### src/inc/tcc_pkg.sv
// Constants shared by the timer counter core: register map, fields, resets
`default_nettype none
package tcc_pkg;
    // Register byte addresses on the bus (one aligned word each)
    localparam logic [7:0] TCC_OFS_TIMER_SC = 8'h00;
    localparam logic [7:0] TCC_OFS_CNT_HIGH = 8'h04;
    localparam logic [7:0] TCC_OFS_CNT_LOW = 8'h08;
    localparam logic [7:0] TCC_OFS_MOD_HIGH = 8'h0c;
    localparam logic [7:0] TCC_OFS_MOD_LOW = 8'h10;
    // Channel n block starts at CH_BASE + n * CH_STRIDE
    localparam logic [7:0] TCC_OFS_CH_BASE = 8'h20;
    localparam logic [7:0] TCC_OFS_CH_STRIDE = 8'h10;
    // Word index of each register inside a channel block
    localparam logic [1:0] TCC_CH_IDX_SC = 2'h0;
    localparam logic [1:0] TCC_CH_IDX_VAL_HIGH = 2'h1;
    localparam logic [1:0] TCC_CH_IDX_VAL_LOW = 2'h2;
    // Timer status/control field positions
    localparam int TCC_TSC_OVF_BIT = 7;
    localparam int TCC_TSC_OVIE_BIT = 6;
    localparam int TCC_TSC_CPWM_BIT = 5;
    localparam int TCC_TSC_CLKB_BIT = 4;
    localparam int TCC_TSC_CLKA_BIT = 3;
    // Channel status/control field positions
    localparam int TCC_CSC_MSB_BIT = 5;
    localparam int TCC_CSC_MSA_BIT = 4;
    localparam int TCC_CSC_ELSB_BIT = 3;
    localparam int TCC_CSC_ELSA_BIT = 2;
    // Clock source select codes (select_b:select_a)
    localparam logic [1:0] TCC_CLK_OFF = 2'h0;
    localparam logic [1:0] TCC_CLK_BUS = 2'h1;
    localparam logic [1:0] TCC_CLK_FIXED = 2'h2;
    localparam logic [1:0] TCC_CLK_EXT = 2'h3;
    // Channel mode codes shown on o_ch_mode
    localparam logic [1:0] TCC_MODE_CAPTURE = 2'h0;
    localparam logic [1:0] TCC_MODE_COMPARE = 2'h1;
    localparam logic [1:0] TCC_MODE_EPWM = 2'h2;
    localparam logic [1:0] TCC_MODE_CPWM = 2'h3;
    // Reset values and counter limits
    localparam logic [1:0] TCC_RST_CLK_SRC = 2'h0;
    localparam logic [15:0] TCC_RST_VALUE = 16'h0000;
    localparam logic [15:0] TCC_RST_MODULO = 16'h0000;
    localparam logic [3:0] TCC_RST_CH_SC = 4'h0;
    localparam logic [15:0] TCC_CNT_ZERO = 16'h0000;
    localparam logic [15:0] TCC_CNT_FULL = 16'hffff;
    // External clock may run at most bus rate divided by this
    localparam int TCC_EXT_CLK_DIV_MIN = 4;
    localparam int TCC_MAX_CH = 8;
endpackage
`default_nettype wire

### src/verilog/tcc_timer_core.sv
// Timer counter core: main counter, modulo, overflow, coherent byte access
//
// Function
// - Reset clears both bytes of every channel value register.
// - Capture mode: reading one value byte freezes both until other read.
// - Writing channel status/control releases that channel's read latch.
// - Compare/PWM: value byte writes buffer; pair moves to active together.
// - Channel status/control write discards a half-written value pair.
// - Value high and low bytes may be written in either order.
// - One 16-bit main counter shared by channels, with 16-bit modulo.
// - Center-PWM select 1: counter up/down, all channels center PWM.
// - Center-PWM select 0: channels independently capture, compare, PWM.
// - After reset clock source select reads 0:0, timer inactive.
// - Clock select: off, bus clock 0:1, fixed system clock, external.
// - Debug halt pauses counting; counting resumes afterwards.
// - Stop mode halts the timer; wait mode runs as normal.
// - Up mode counts zero to terminal, wraps; terminal 0xffff or modulo.
// - Up/down counts zero to modulo and back; ends last one tick.
// - Overflow enable 1 gives level interrupt while flag set.
// - Up mode: overflow flag sets on wrap from terminal to zero.
// - Up/down mode: overflow flag sets stepping down from modulo.
// - Counter byte read snapshots both bytes until both are read.
// - Counter byte write clears counter and any half-read snapshot.
// - Mode select bits choose channel mode when center-PWM is 0.
// - Mode B set gives edge PWM; else A picks capture or compare.
// - Edge/level bits both 0 release the channel pin from timer use.
`default_nettype none
module tcc_timer_core
    import tcc_pkg::*;
#(
    parameter int NUM_CH = 2
) (
    input wire logic i_clk,
    input wire logic i_rst_b,
    input wire logic i_ce,
    input wire logic [7:0] i_address,
    input wire logic i_read,
    input wire logic i_write,
    input wire logic [31:0] i_writedata,
    input wire logic [3:0] i_byteenable,
    output logic [31:0] o_readdata,
    output logic o_waitrequest,
    input wire logic i_fixed_clk_tick,
    input wire logic i_ext_clk,
    input wire logic i_debug_halt,
    input wire logic i_stop_mode,
    output logic o_irq,
    output logic [15:0] o_count,
    output logic o_count_down,
    output logic [2*NUM_CH-1:0] o_ch_mode,
    output logic [NUM_CH-1:0] o_pin_timer_use
);

    // Channel blocks must fit in the 8-bit address space
    if (NUM_CH < 1 || NUM_CH > TCC_MAX_CH) begin : g_bad_num_ch
        $error("NUM_CH must lie between 1 and 8");
    end

    // Bus slave: one wait cycle; the access acts on its first edge
    logic wait_q;
    logic fire;
    logic rd_fire;
    logic wr_fire;
    logic [7:0] wr_byte;
    logic [7:0] rd_byte;
    assign fire = i_ce && wait_q && (i_read || i_write);
    assign rd_fire = fire && i_read;
    assign wr_fire = fire && i_write && i_byteenable[0];
    assign wr_byte = i_writedata[7:0];

    always_ff @(posedge i_clk) begin
        if (!i_rst_b) begin
            wait_q <= 1'b1;
        end else if (i_ce) begin
            wait_q <= !(wait_q && (i_read || i_write));
        end
    end

    // Data is registered at the same edge that applies read side effects
    always_ff @(posedge i_clk) begin
        if (!i_rst_b) begin
            o_readdata <= 32'h0000_0000;
        end else if (rd_fire) begin
            o_readdata <= {24'h00_0000, rd_byte};
        end
    end
    assign o_waitrequest = wait_q;

    // Timer status/control
    logic ovf_q;
    logic ovie_q;
    logic cpwm_q;
    logic [1:0] clk_src_q;
    logic [15:0] mod_q;
    logic sel_tsc;
    logic sel_cnt_hi;
    logic sel_cnt_lo;
    logic cnt_wr;
    logic ovf_set;
    assign sel_tsc = i_address[7:2] == TCC_OFS_TIMER_SC[7:2];
    assign sel_cnt_hi = i_address[7:2] == TCC_OFS_CNT_HIGH[7:2];
    assign sel_cnt_lo = i_address[7:2] == TCC_OFS_CNT_LOW[7:2];
    assign cnt_wr = wr_fire && (sel_cnt_hi || sel_cnt_lo);

    // Software writes 0 to the flag to clear it; a new overflow wins
    always_ff @(posedge i_clk) begin
        if (!i_rst_b) begin
            ovf_q <= 1'b0;
            ovie_q <= 1'b0;
            cpwm_q <= 1'b0;
            clk_src_q <= TCC_RST_CLK_SRC;
        end else if (i_ce) begin
            if (wr_fire && sel_tsc) begin
                ovie_q <= wr_byte[TCC_TSC_OVIE_BIT];
                cpwm_q <= wr_byte[TCC_TSC_CPWM_BIT];
                clk_src_q <= {wr_byte[TCC_TSC_CLKB_BIT],
                              wr_byte[TCC_TSC_CLKA_BIT]};
            end
            if (ovf_set) begin
                ovf_q <= 1'b1;
            end else if (wr_fire && sel_tsc && !wr_byte[TCC_TSC_OVF_BIT]) begin
                ovf_q <= 1'b0;
            end
        end
    end

    // Modulo bytes; buffering of modulo writes is not provided
    always_ff @(posedge i_clk) begin
        if (!i_rst_b) begin
            mod_q <= TCC_RST_MODULO;
        end else if (wr_fire) begin
            if (i_address[7:2] == TCC_OFS_MOD_HIGH[7:2]) begin
                mod_q[15:8] <= wr_byte;
            end
            if (i_address[7:2] == TCC_OFS_MOD_LOW[7:2]) begin
                mod_q[7:0] <= wr_byte;
            end
        end
    end

    // External clock pin: two flops, then an edge detect on the second
    logic ext_meta_q;
    logic ext_sync_q;
    logic ext_prev_q;
    always_ff @(posedge i_clk) begin
        if (!i_rst_b) begin
            ext_meta_q <= 1'b0;
            ext_sync_q <= 1'b0;
            ext_prev_q <= 1'b0;
        end else if (i_ce) begin
            ext_meta_q <= i_ext_clk;
            ext_sync_q <= ext_meta_q;
            ext_prev_q <= ext_sync_q;
        end
    end

    // Tick choice; the edge detect only sees slow clocks cleanly
    logic src_tick;
    logic tick;
    always_comb begin
        unique case (clk_src_q)
            TCC_CLK_BUS: src_tick = 1'b1;
            TCC_CLK_FIXED: src_tick = i_fixed_clk_tick;
            TCC_CLK_EXT: src_tick = ext_sync_q && !ext_prev_q;
            default: src_tick = 1'b0;
        endcase
    end
    // Wait mode has no input, so it counts as in run mode
    assign tick = i_ce && src_tick && !i_debug_halt && !i_stop_mode;

    // Main counter; the modulo value 0 means free running to 0xffff
    logic [15:0] cnt_q;
    logic down_q;
    logic [15:0] term;
    logic at_term;
    assign term = (mod_q == TCC_CNT_ZERO) ? TCC_CNT_FULL : mod_q;
    assign at_term = cnt_q == term;
    assign ovf_set = tick && !cnt_wr && at_term && (!cpwm_q || !down_q);

    always_ff @(posedge i_clk) begin
        if (!i_rst_b) begin
            cnt_q <= TCC_CNT_ZERO;
            down_q <= 1'b0;
        end else if (cnt_wr) begin
            cnt_q <= TCC_CNT_ZERO;
            down_q <= 1'b0;
        end else if (tick) begin
            if (!cpwm_q) begin
                down_q <= 1'b0;
                cnt_q <= at_term ? TCC_CNT_ZERO : cnt_q + 16'h0001;
            end else if (!down_q) begin
                // Terminal state lasts one tick, then the count turns
                down_q <= at_term;
                cnt_q <= at_term ? cnt_q - 16'h0001 : cnt_q + 16'h0001;
            end else begin
                // Zero lasts one tick, then the count turns upward
                down_q <= cnt_q != TCC_CNT_ZERO;
                cnt_q <= (cnt_q == TCC_CNT_ZERO) ? cnt_q + 16'h0001
                                                 : cnt_q - 16'h0001;
            end
        end
    end

    // Counter read snapshot; the first byte read decides which closes it
    logic cnt_hold_q;
    logic cnt_first_hi_q;
    logic [15:0] cnt_lat_q;
    logic [15:0] cnt_view;
    assign cnt_view = cnt_hold_q ? cnt_lat_q : cnt_q;
    always_ff @(posedge i_clk) begin
        if (!i_rst_b) begin
            cnt_hold_q <= 1'b0;
            cnt_first_hi_q <= 1'b0;
            cnt_lat_q <= TCC_CNT_ZERO;
        end else if (cnt_wr) begin
            cnt_hold_q <= 1'b0;
        end else if (rd_fire && (sel_cnt_hi || sel_cnt_lo)) begin
            if (!cnt_hold_q) begin
                cnt_hold_q <= 1'b1;
                cnt_first_hi_q <= sel_cnt_hi;
                cnt_lat_q <= cnt_q;
            end else if (sel_cnt_hi != cnt_first_hi_q) begin
                cnt_hold_q <= 1'b0;
            end
        end
    end

    // Per-channel state, visible to the read mux and the checks
    logic [3:0] ch_sc_q [NUM_CH];
    logic [15:0] ch_val_q [NUM_CH];
    logic [15:0] ch_lat_q [NUM_CH];
    logic [NUM_CH-1:0] ch_hold_q;
    logic [NUM_CH-1:0] ch_cap;
    logic [NUM_CH-1:0] ch_commit;
    logic [NUM_CH-1:0] ch_sc_wr;
    logic [1:0] ch_pend_q [NUM_CH];

    for (genvar n = 0; n < NUM_CH; n++) begin : g_ch
        logic sel;
        logic [1:0] idx;
        logic wr_hi;
        logic wr_lo;
        logic rd_val;
        logic [15:0] wbuf_q;
        logic [1:0] mode;
        assign sel = i_address[7:4] == 4'(TCC_OFS_CH_BASE[7:4] + n);
        assign idx = i_address[3:2];
        assign wr_hi = wr_fire && sel && idx == TCC_CH_IDX_VAL_HIGH;
        assign wr_lo = wr_fire && sel && idx == TCC_CH_IDX_VAL_LOW;
        assign rd_val = rd_fire && sel && (idx == TCC_CH_IDX_VAL_HIGH ||
                                           idx == TCC_CH_IDX_VAL_LOW);
        assign ch_sc_wr[n] = wr_fire && sel && idx == TCC_CH_IDX_SC;
        // Both bytes present after this write completes the pair
        assign ch_commit[n] = !ch_cap[n] && !ch_sc_wr[n] &&
            ((wr_hi && (ch_pend_q[n][0] || wr_lo)) ||
             (wr_lo && ch_pend_q[n][1]));

        // Mode decode; center PWM overrides every channel
        always_comb begin
            if (cpwm_q) begin
                mode = TCC_MODE_CPWM;
            end else if (ch_sc_q[n][TCC_CSC_MSB_BIT-2]) begin
                mode = TCC_MODE_EPWM;
            end else if (ch_sc_q[n][TCC_CSC_MSA_BIT-2]) begin
                mode = TCC_MODE_COMPARE;
            end else begin
                mode = TCC_MODE_CAPTURE;
            end
        end
        assign ch_cap[n] = mode == TCC_MODE_CAPTURE;

        // Channel status/control
        always_ff @(posedge i_clk) begin
            if (!i_rst_b) begin
                ch_sc_q[n] <= TCC_RST_CH_SC;
            end else if (ch_sc_wr[n]) begin
                ch_sc_q[n] <= wr_byte[TCC_CSC_MSB_BIT:TCC_CSC_ELSA_BIT];
            end
        end

        // Write pairing; a status/control write drops a half pair
        always_ff @(posedge i_clk) begin
            if (!i_rst_b) begin
                ch_pend_q[n] <= 2'h0;
                wbuf_q <= TCC_RST_VALUE;
            end else if (ch_sc_wr[n] || ch_commit[n]) begin
                ch_pend_q[n] <= 2'h0;
            end else if (!ch_cap[n] && (wr_hi || wr_lo)) begin
                if (wr_hi) begin
                    ch_pend_q[n][1] <= 1'b1;
                    wbuf_q[15:8] <= wr_byte;
                end else begin
                    ch_pend_q[n][0] <= 1'b1;
                    wbuf_q[7:0] <= wr_byte;
                end
            end
        end

        // Active value; capture mode writes land directly
        always_ff @(posedge i_clk) begin
            if (!i_rst_b) begin
                ch_val_q[n] <= TCC_RST_VALUE;
            end else if (ch_commit[n]) begin
                ch_val_q[n] <= wr_hi ? {wr_byte, wbuf_q[7:0]}
                                     : {wbuf_q[15:8], wr_byte};
            end else if (ch_cap[n] && wr_hi) begin
                ch_val_q[n][15:8] <= wr_byte;
            end else if (ch_cap[n] && wr_lo) begin
                ch_val_q[n][7:0] <= wr_byte;
            end
        end

        // Capture read latch, same scheme as the counter snapshot
        logic first_hi_q;
        always_ff @(posedge i_clk) begin
            if (!i_rst_b) begin
                ch_hold_q[n] <= 1'b0;
                first_hi_q <= 1'b0;
                ch_lat_q[n] <= TCC_RST_VALUE;
            end else if (ch_sc_wr[n]) begin
                ch_hold_q[n] <= 1'b0;
            end else if (rd_val && ch_cap[n]) begin
                if (!ch_hold_q[n]) begin
                    ch_hold_q[n] <= 1'b1;
                    first_hi_q <= idx == TCC_CH_IDX_VAL_HIGH;
                    ch_lat_q[n] <= ch_val_q[n];
                end else if ((idx == TCC_CH_IDX_VAL_HIGH) != first_hi_q) begin
                    ch_hold_q[n] <= 1'b0;
                end
            end
        end

        // Mode and pin use are registered for clean outputs
        always_ff @(posedge i_clk) begin
            if (!i_rst_b) begin
                o_ch_mode[2*n +: 2] <= TCC_MODE_CAPTURE;
                o_pin_timer_use[n] <= 1'b0;
            end else if (i_ce) begin
                o_ch_mode[2*n +: 2] <= mode;
                o_pin_timer_use[n] <= |ch_sc_q[n][1:0];
            end
        end
    end

    // Read mux; unmapped addresses read as zero
    always_comb begin
        logic [15:0] v;
        logic [3:0] k;
        v = TCC_CNT_ZERO;
        k = 4'h0;
        rd_byte = 8'h00;
        if (sel_tsc) begin
            rd_byte[TCC_TSC_OVF_BIT] = ovf_q;
            rd_byte[TCC_TSC_OVIE_BIT] = ovie_q;
            rd_byte[TCC_TSC_CPWM_BIT] = cpwm_q;
            rd_byte[TCC_TSC_CLKB_BIT] = clk_src_q[1];
            rd_byte[TCC_TSC_CLKA_BIT] = clk_src_q[0];
        end else if (sel_cnt_hi) begin
            rd_byte = cnt_view[15:8];
        end else if (sel_cnt_lo) begin
            rd_byte = cnt_view[7:0];
        end else if (i_address[7:2] == TCC_OFS_MOD_HIGH[7:2]) begin
            rd_byte = mod_q[15:8];
        end else if (i_address[7:2] == TCC_OFS_MOD_LOW[7:2]) begin
            rd_byte = mod_q[7:0];
        end else if (i_address[7:4] >= TCC_OFS_CH_BASE[7:4]) begin
            k = i_address[7:4] - TCC_OFS_CH_BASE[7:4];
            for (int n = 0; n < NUM_CH; n++) begin
                if (k == 4'(n)) begin
                    v = (ch_cap[n] && ch_hold_q[n]) ? ch_lat_q[n]
                                                    : ch_val_q[n];
                    unique case (i_address[3:2])
                        TCC_CH_IDX_SC: rd_byte = {2'h0, ch_sc_q[n], 2'h0};
                        TCC_CH_IDX_VAL_HIGH: rd_byte = v[15:8];
                        TCC_CH_IDX_VAL_LOW: rd_byte = v[7:0];
                        default: rd_byte = 8'h00;
                    endcase
                end
            end
        end
    end

    // Level interrupt follows the flag while enabled
    always_ff @(posedge i_clk) begin
        if (!i_rst_b) begin
            o_irq <= 1'b0;
        end else if (i_ce) begin
            o_irq <= ovf_q && ovie_q;
        end
    end
    assign o_count = cnt_q;
    assign o_count_down = down_q;
endmodule
`default_nettype wire
### config.mk
export PLATFORM = sky130hd
export DESIGN_NAME = tcc_timer_core
export DESIGN_NICKNAME = d
export VERILOG_FILES = /design/src/inc/tcc_pkg.sv /design/src/verilog/tcc_timer_core.sv
export SDC_FILE = /design/constraint.sdc
export NUM_CORES = 1
export LEC_CHECK = 0
export ABC_AREA = 1
export BUFFER_PORTS_ARGS = -buffer_cell sky130_fd_sc_hd__buf_2
export CORE_MARGIN = 4
export CORE_UTILIZATION = 40
export CTS_CLUSTER_DIAMETER = 120
export DETAILED_ROUTE_END_ITERATION = 8
export GPL_ROUTABILITY_DRIVEN = 0
export PLACE_DENSITY = 0.57
export SYNTH_ARGS = -nofsm -noshare
export SYNTH_HDL_FRONTEND = slang
export SYNTH_SLANG_ARGS = --single-unit
### constraint.sdc
create_clock -name i_clk -period 5.5 [get_ports i_clk]
set_clock_uncertainty 0.05 [all_clocks]
set_input_delay 0 -clock i_clk [delete_from_list [all_inputs] [get_ports i_clk]]
set_output_delay 0 -clock i_clk [all_outputs]
set_load 0.05 [all_outputs]
==> impl_metrics.yaml, run 1 <==
outcome:
  status: "complete, no violations"
detailed_routing:
  ant_nets: 0
  routed-via-count: 9296
  drt_iter0_markers: 776
  viasPerCell: 5.228
  drt-wirelength-per-cell_um: 16.85
  drt-total-wl_um: 29950
  firstDrtPassIters: 6
  drc: 0
setup_path:
  cp-start-kind: "register"
  end_kind: "register"
  endpoint: "o_readdata[2]$_SDFFE_PN0P_"
  cp_max_fo: 32
  rr_worst_depth: 10
  r2r_setup_slack_ns: 2.39
  critPathKind: "register to register"
  rr_endpoint: "o_readdata[2]$_SDFFE_PN0P_"
  worstPathArrival_ns: 3.38
  worstSetupStartpoint: "ch_sc_q[0][3]$_SDFFCE_PN0P_"
  critPathRequiredTime_ns: 5.77
  r2r-start: "ch_sc_q[0][3]$_SDFFCE_PN0P_"
timing:
  relSlewSlack_pct: 31.73
  worst_pin_slew_ns: 1.023
  fmax_mhz: 321.4
  holdWs_ns: 0.04676
  timing.final.hold_violations: 0
  drv_slew: 0
  period_share_pct: 56.57
  setup_tns_ns: 0
  rsz0062_at_grt: "false"
  period_needed_ns: 3.111
  finalSetupViolCount: 0
global_routing:
  overflow: 0
  grt_max_degree: 52
  grt_pass1_vias: 8447
  grt_pass1_wl_um: 46880
  track_usage_pct: 20.52
  grt_antenna_before_repair: 0
floorplan:
  rows: 59
  die_area_mm2: 0.02903
  ios: 110
  dieWidth_um: 170.4
  coreArea_mm2: 0.02598
  initial_core_util_pct: 40.60
  fp.dieH_um: 170.4
synthesis:
  yosysWarnings: 0
  syn-cell-area_mm2: 0.01055
  syn_area_per_cell_um2: 7.546
  synthFlopType: "dfxtp_1"
  ys_seq_area_share_pct: 42.70
  synthCells: 1398
  synth.distinct_cells: 52
  async_flop_share_pct: 0
  synth_edf_count: 76
  ys_seq_elements: 187
finish:
  area_growth_pct: 10.75
  fillCellCount: 2633
  fin_nets: 1492
  layout-drive-gt1-share_pct: 12.13
  diodes: 0
job:
  maxCapViolCount: 0
clocking:
  clk_pin_slew_ns: 0.08
  clk_latency_ns: 0.44
  cts_num_sinks: 187
  cts_made_buffers: 17
  cts-resized-gates: 0
  root_buffer: "clkbuf_16"
  cts_tree: "done"
  ctsLongestPathBuffers: 2
  cts_max_level: 4
power:
  total_power_uw: 3057
  power_density_mw_per_mm2: 261.6
  peakVddDrop_mv: 0.2072
  leakage_uw: 0.004750
place:
  io_buffers: 56
  hpwl_um: 21940
worst_hold_path:
  holdPathStages: 6
  hold_path_class: "input port to register"
## worst max-delay path, stage by stage, from the launching register on
cell and delay, ns:
edfxtp_1 0.44, nor3_2 0.44, nand2_1 0.71, o211ai_1 0.47
nand3_1 0.16, a21oi_1 0.30, o21ai_1 0.11, nand2_1 0.07
nand2_1 0.07, nand2_1 0.10, a21oi_1 0.06
## logic make-up after synthesis
kind of cell             synth area share, %
buffers and inverters                  11.08
AO/OA/AOI/OAI                          19.73
AND/OR/NAND/NOR                        23.07
XOR/XNOR                               2.325
other                                0.03555
flip-flops                             42.70
adder cells (fa/ha/maj)                1.068
## timing repair
action	4_1_cts	5_1_grt
endpoints found under the hold margin	59	0
buffers inserted	0	0
hold buffers	14	0
## stage by stage
stage | instances | area (um^2) | utilization (%) | setup slack (ns)
4_1_cts | 1778 | 11680 | 44.96 | 2.441
5_1_grt | 1778 | 11680 | 44.96 | 2.069
3_3_place_gp | 1732 | 10900 | 41.93 | 2.423
6_report | 1778 | 11680 | 44.96 | 2.389
2_1_floorplan | 1421 | 10640 | - | 2.987
3_5_place_dp | 1732 | 10900 | 41.93 | 2.389
## sequential cells by signal (all words and copies together) (netlist names), 8 cells and up
| name | flops |
|---|---|
| g_ch.wbuf_q | 32 |
| o_readdata | 8 |
| ch_val_q | 32 |
| ch_sc_q | 8 |
| ch_lat_q | 32 |
| cnt_lat_q | 16 |
| mod_q | 16 |
| o_count | 16 |
## Yosys cell counts, types with 2 or more instances
library cell	instances	area, um^2
a211oi_1	7	52.55
a21oi_1	159	795.8
a21oi_2	9	78.83
a22oi_1	8	60.06
a31oi_1	7	43.79
buf_1	3	11.26
buf_2	12	60.06
buf_4	32	240.2
buf_6	5	56.30
clkbuf_1	37	138.9
dfxtp_1	111	2222
edfxtp_1	76	2282
ha_1	9	112.6
inv_1	163	611.8
inv_2	7	26.28
nand2_1	274	1028
nand2_2	11	68.82
nand2_4	2	22.52
nand3_1	65	325.3
nand3_2	8	80.08
nand3_4	3	52.55
nand4_1	14	87.58
nor2_1	115	431.7
nor2_2	13	81.33
nor2_4	4	45.04
nor3_1	13	65.06
nor3_2	3	30.03
nor4_1	3	18.77
nor4_2	3	37.54
o211ai_1	19	142.6
o21a_1	8	60.06
o21ai_0	137	685.7
o21ai_1	9	45.04
o21ai_2	3	26.28
or2_2	3	18.77
xnor2_1	2	17.52
xor2_1	26	227.7
## final cells by class
| cell class | instances | area [um^2] | area share [%] |
|---|---|---|---|
| Clock inverter | 15 | 221.5 | 1.896 |
| Tap cell | 335 | 419.2 | 3.588 |
| Inverter | 174 | 661.9 | 5.666 |
| Clock buffer | 17 | 425.4 | 3.641 |
| Multi-Input combinational cell | 971 | 4962 | 42.48 |
| Timing Repair Buffer | 79 | 488.0 | 4.177 |
| Sequential cell | 187 | 4504 | 38.56 |
## worst min-delay path by stage
stage	start	endpoint	slack, ns
after global routing	i_address[5]	ch_hold_q[0]$_SDFFE_PP0P_	0.09
after detailed placement	i_ext_clk	ext_meta_q$_SDFFE_PN0P_	0.19
after CTS	i_address[5]	ch_hold_q[0]$_SDFFE_PP0P_	0.03
final	i_address[6]	ch_hold_q[0]$_SDFFE_PP0P_	0.05
after global placement	i_ext_clk	ext_meta_q$_SDFFE_PN0P_	0.18
after floorplan	i_ext_clk	ext_meta_q$_SDFFE_PN0P_	0.08
## placed cells by master (no fill, tap or decap), types with 4 or more instances in the layout
master | synthesis | routed
a21oi_1 | 159 | 159
nand2_1 | 274 | 274
a31oi_1 | 7 | 7
clkinv_8 | 0 | 6
inv_6 | 0 | 4
o21ai_0 | 137 | 137
nand4_1 | 14 | 14
nor2_4 | 4 | 4
o211ai_1 | 19 | 19
clkbuf_16 | 0 | 17
dfxtp_1 | 111 | 111
nor2_2 | 13 | 13
inv_2 | 7 | 7
a22oi_1 | 8 | 8
nor2_1 | 115 | 115
inv_1 | 163 | 163
conb_1 | 1 | 24
dlygate4sd3_1 | 0 | 14
buf_2 | 12 | 56
a21oi_2 | 9 | 9
o21a_1 | 8 | 8
nand3_1 | 65 | 65
ha_1 | 9 | 9
edfxtp_1 | 76 | 76
o21ai_1 | 9 | 9
nand3_2 | 8 | 8
xor2_1 | 26 | 26
nand2_2 | 11 | 11
a211oi_1 | 7 | 7
buf_4 | 32 | 9
nor3_1 | 13 | 13
## per-layer routing
| layer | wire (um) | GRT usage, % |
|---|---|---|
| met1 | 14550 | 30.97 |
| met2 | 13140 | 30.57 |
| met3 | 1617 | 2.904 |
| met4 | 645 | 5.868 |
| met5 | 0 | 0 |
## power by group
| group | leakage, uW | switching [uW] | total, uW | internal, uW |
|---|---|---|---|---|
| Sequential | 0.00168 | 13.6 | 1480 | 1470 |
| Clock | 0.000314 | 629 | 1330 | 706 |
| Combinational | 0.00276 | 188 | 241 | 53.0 |
| Total | 0.00475 | 831 | 3060 | 2230 |
(Power assumes the default switching activity.)
==> run 2, diff against run 1 <==
- ABC_AREA: 1 -> 0
- PLACE_DENSITY: 0.57 -> 0.59
- clock period: 5.5 -> 2.71 ns (I/O delays scaled with it)
==> impl_metrics.yaml, run 2 <==
power:
  power_density_mw_per_mm2: 497.0
  peakVddDrop_mv: 0.3664
  leakage_uw: 0.004549
timing:
  worst_pin_slew_ns: 1.047
  holdWs_ns: 0.03691
  setup_tns_ns: -0.1968
  relSlewSlack_pct: 30.10
  timing.final.hold_violations: 0
  finalSetupViolCount: 4
  drv_slew: 0
  period_share_pct: 102.7
  fmax_mhz: 359.3
  layout_setup_ws_ns: -0.07305
  rsz0062_at_grt: "true"
  period_needed_ns: 2.783
floorplan:
  initial_core_util_pct: 40.61
  ios: 110
  die_area_mm2: 0.02819
  dieWidth_um: 167.9
  coreArea_mm2: 0.02518
  rows: 58
  fp.dieH_um: 167.9
detailed_routing:
  drt-wirelength-per-cell_um: 20.05
  drt-total-wl_um: 31340
  drt_iter0_markers: 1051
  ant_nets: 0
  drc: 0
  firstDrtPassIters: 5
  routed-via-count: 8910
  viasPerCell: 5.701
worst_hold_path:
  min_from: "i_address[4]"
  holdPathStages: 4
  hold_path_class: "input port to register"
  hold_end: "ch_hold_q[1]$_SDFFE_PP0P_"
global_routing:
  grt_antenna_before_repair: 1
  grt_max_degree: 43
  grt_pass1_vias: 8202
  track_usage_pct: 21.81
  grt_pass1_wl_um: 48400
  overflow: 0
setup_path:
  rr_endpoint: "o_count[14]$_SDFFE_PP0P_"
  cp_cell_sequence: "nor4_4 -> buf_6 -> buf_4 -> buf_4 -> a41oi_2 -> xnor2_1 -> nor4_2 -> buf_4 -> and4_1 -> buf_6 -> o21ai_4 -> buf_6 -> o21ai_1 -> a32o_1"
  cp-start-kind: "register"
  critPathRequiredTime_ns: 2.99
  end_kind: "register"
  critPathMaxStageDelay_ns: 0.34
  r2r_setup_slack_ns: -0.07
  r2r-start: "mod_q[4]$_SDFFE_PN0P_"
  cp_max_fo: 7
  rr_worst_depth: 14
  critPathSlowestCell: "dfxtp_2"
  critPathKind: "register to register"
  worstPathArrival_ns: 3.06
clocking:
  root_buffer: "clkbuf_16"
  clk_latency_ns: 0.45
  cts_made_buffers: 17
  ctsLongestPathBuffers: 2
  cts_max_level: 4
  clk_pin_slew_ns: 0.08
  cts_num_sinks: 187
  cts_tree: "done"
synthesis:
  syn_area_per_cell_um2: 9.305
  synth.distinct_cells: 78
  syn-cell-area_mm2: 0.01023
  ys_top_cells_by_area: "edfxtp_1 22%, dfxtp_1 22%, mux2i_1 6.9%"
  synth_area_leader_cell: "edfxtp_1"
  ys_top_cells_by_count: "144 x nand2_1, 111 x dfxtp_1, 91 x nor2_1"
  yosysMostFrequentCell: "nand2_1"
  synth_top_area_share_pct: 22.32
  synthFlopType: "dfxtp_1"
  ys_seq_elements: 187
  async_flop_share_pct: 0
  synthCells: 1099
  synth_edf_count: 76
  yosysWarnings: 0
  ys_seq_area_share_pct: 44.05
outcome:
  violations: "negative setup slack"
  status: "finished with violations"
finish:
  mostFrequentLayoutCells: "143 x nand2_1, 108 x dfxtp_1, 108 x buf_4"
  area_growth_pct: 20.31
  instances_no_fill: 1563
  layout-drive-gt1-share_pct: 21.74
  layout_commonest_cell: "nand2_1"
  diodes: 0
  fin_nets: 1282
  largest_registers: "ch_lat_q: 32 flops, ch_val_q: 32 flops, g_ch.wbuf_q: 32 flops"
place:
  hpwl_um: 22530
  dp_cells: 1502
  io_buffers: 56
  post-place-ws_ns: -0.03325
job:
  maxCapViolCount: 0
run 2: metrics by stage:
step | area (um^2) | power [uW] | utilization (%)
floorplan | 10320 | 3388 | -
global placement | 11260 | 3527 | 44.73
detailed placement | 11260 | 3530 | 44.73
CTS | 12020 | 6133 | 47.72
global route | 12300 | 6297 | 48.86
finish | 12300 | 6115 | 48.86
run 2: what timing repair did:
item	in CTS	in global routing
resized for setup	2	33
hold endpoints to repair	37	0
gates cloned	0	2
hold buffers	12	0
endpoints found under the setup margin	4	20
buffers inserted	0	15
pin swaps	1	39
run 2: worst max-delay path by stage:
stage                                            from                          to  depth (start not counted)
final                           mod_q[4]$_SDFFE_PN0P_    o_count[14]$_SDFFE_PP0P_                         14
after floorplan               o_count[1]$_SDFFE_PP0P_    o_count[10]$_SDFFE_PP0P_                          9
after global routing            mod_q[4]$_SDFFE_PN0P_    o_count[13]$_SDFFE_PP0P_                         14
after detailed placement        mod_q[0]$_SDFFE_PN0P_    o_count[14]$_SDFFE_PP0P_                         11
after CTS                 ch_sc_q[0][2]$_SDFFCE_PN0P_  o_readdata[3]$_SDFFE_PN0P_                          9
after global placement        o_count[0]$_SDFFE_PP0P_     o_count[6]$_SDFFE_PP0P_                          9
run 2: worst max-delay path: cells and delay by family, from the launching register on:
family          cells  cell delay (ns)
compound gates      4             0.72
buf+inv             6             0.81
xor+xnor            1             0.22
simple gates        3             0.53
flops               1             0.34
run 2: report_power, final:
part           internal, uW  leakage, uW  switching, uW
combinational           124      0.00256            364
clock                  1280     0.000305           1340
sequential             2970      0.00168           31.0
run 2: area by class of cell:
type / instances / area (um^2)
Clock inverter: 15 / 205.2
Clock buffer: 17 / 425.4
Fill cell: 2381 / 12880
Tap cell: 330 / 412.9
Sequential cell: 187 / 4508
Timing Repair Buffer: 188 / 1380
Inverter: 22 / 82.58
Multi-Input combinational cell: 804 / 5289
run 2: kinds of logic after synthesis:
| kind of cell | Yosys count | share of synthesized area (%) |
|---|---|---|
| and+or+nand+nor | 398 | 19.59 |
| AOI/OAI and AO/OA | 251 | 17.09 |
| DFF | 187 | 44.05 |
| buffers and inverters | 131 | 6.264 |
| muxes | 93 | 9.385 |
| xor gates and xnor gates | 29 | 2.484 |
| adders and majority gates | 9 | 1.101 |
| other | 1 | 0.03667 |
run 2: metal layers:
| layer | track usage, % | share of wire [%] |
|---|---|---|
| met1 | 32.38 | 46 |
| met5 | 0 | 0 |
| met4 | 4.975 | 1.7 |
| met2 | 33.23 | 44 |
| met3 | 3.874 | 8.5 |
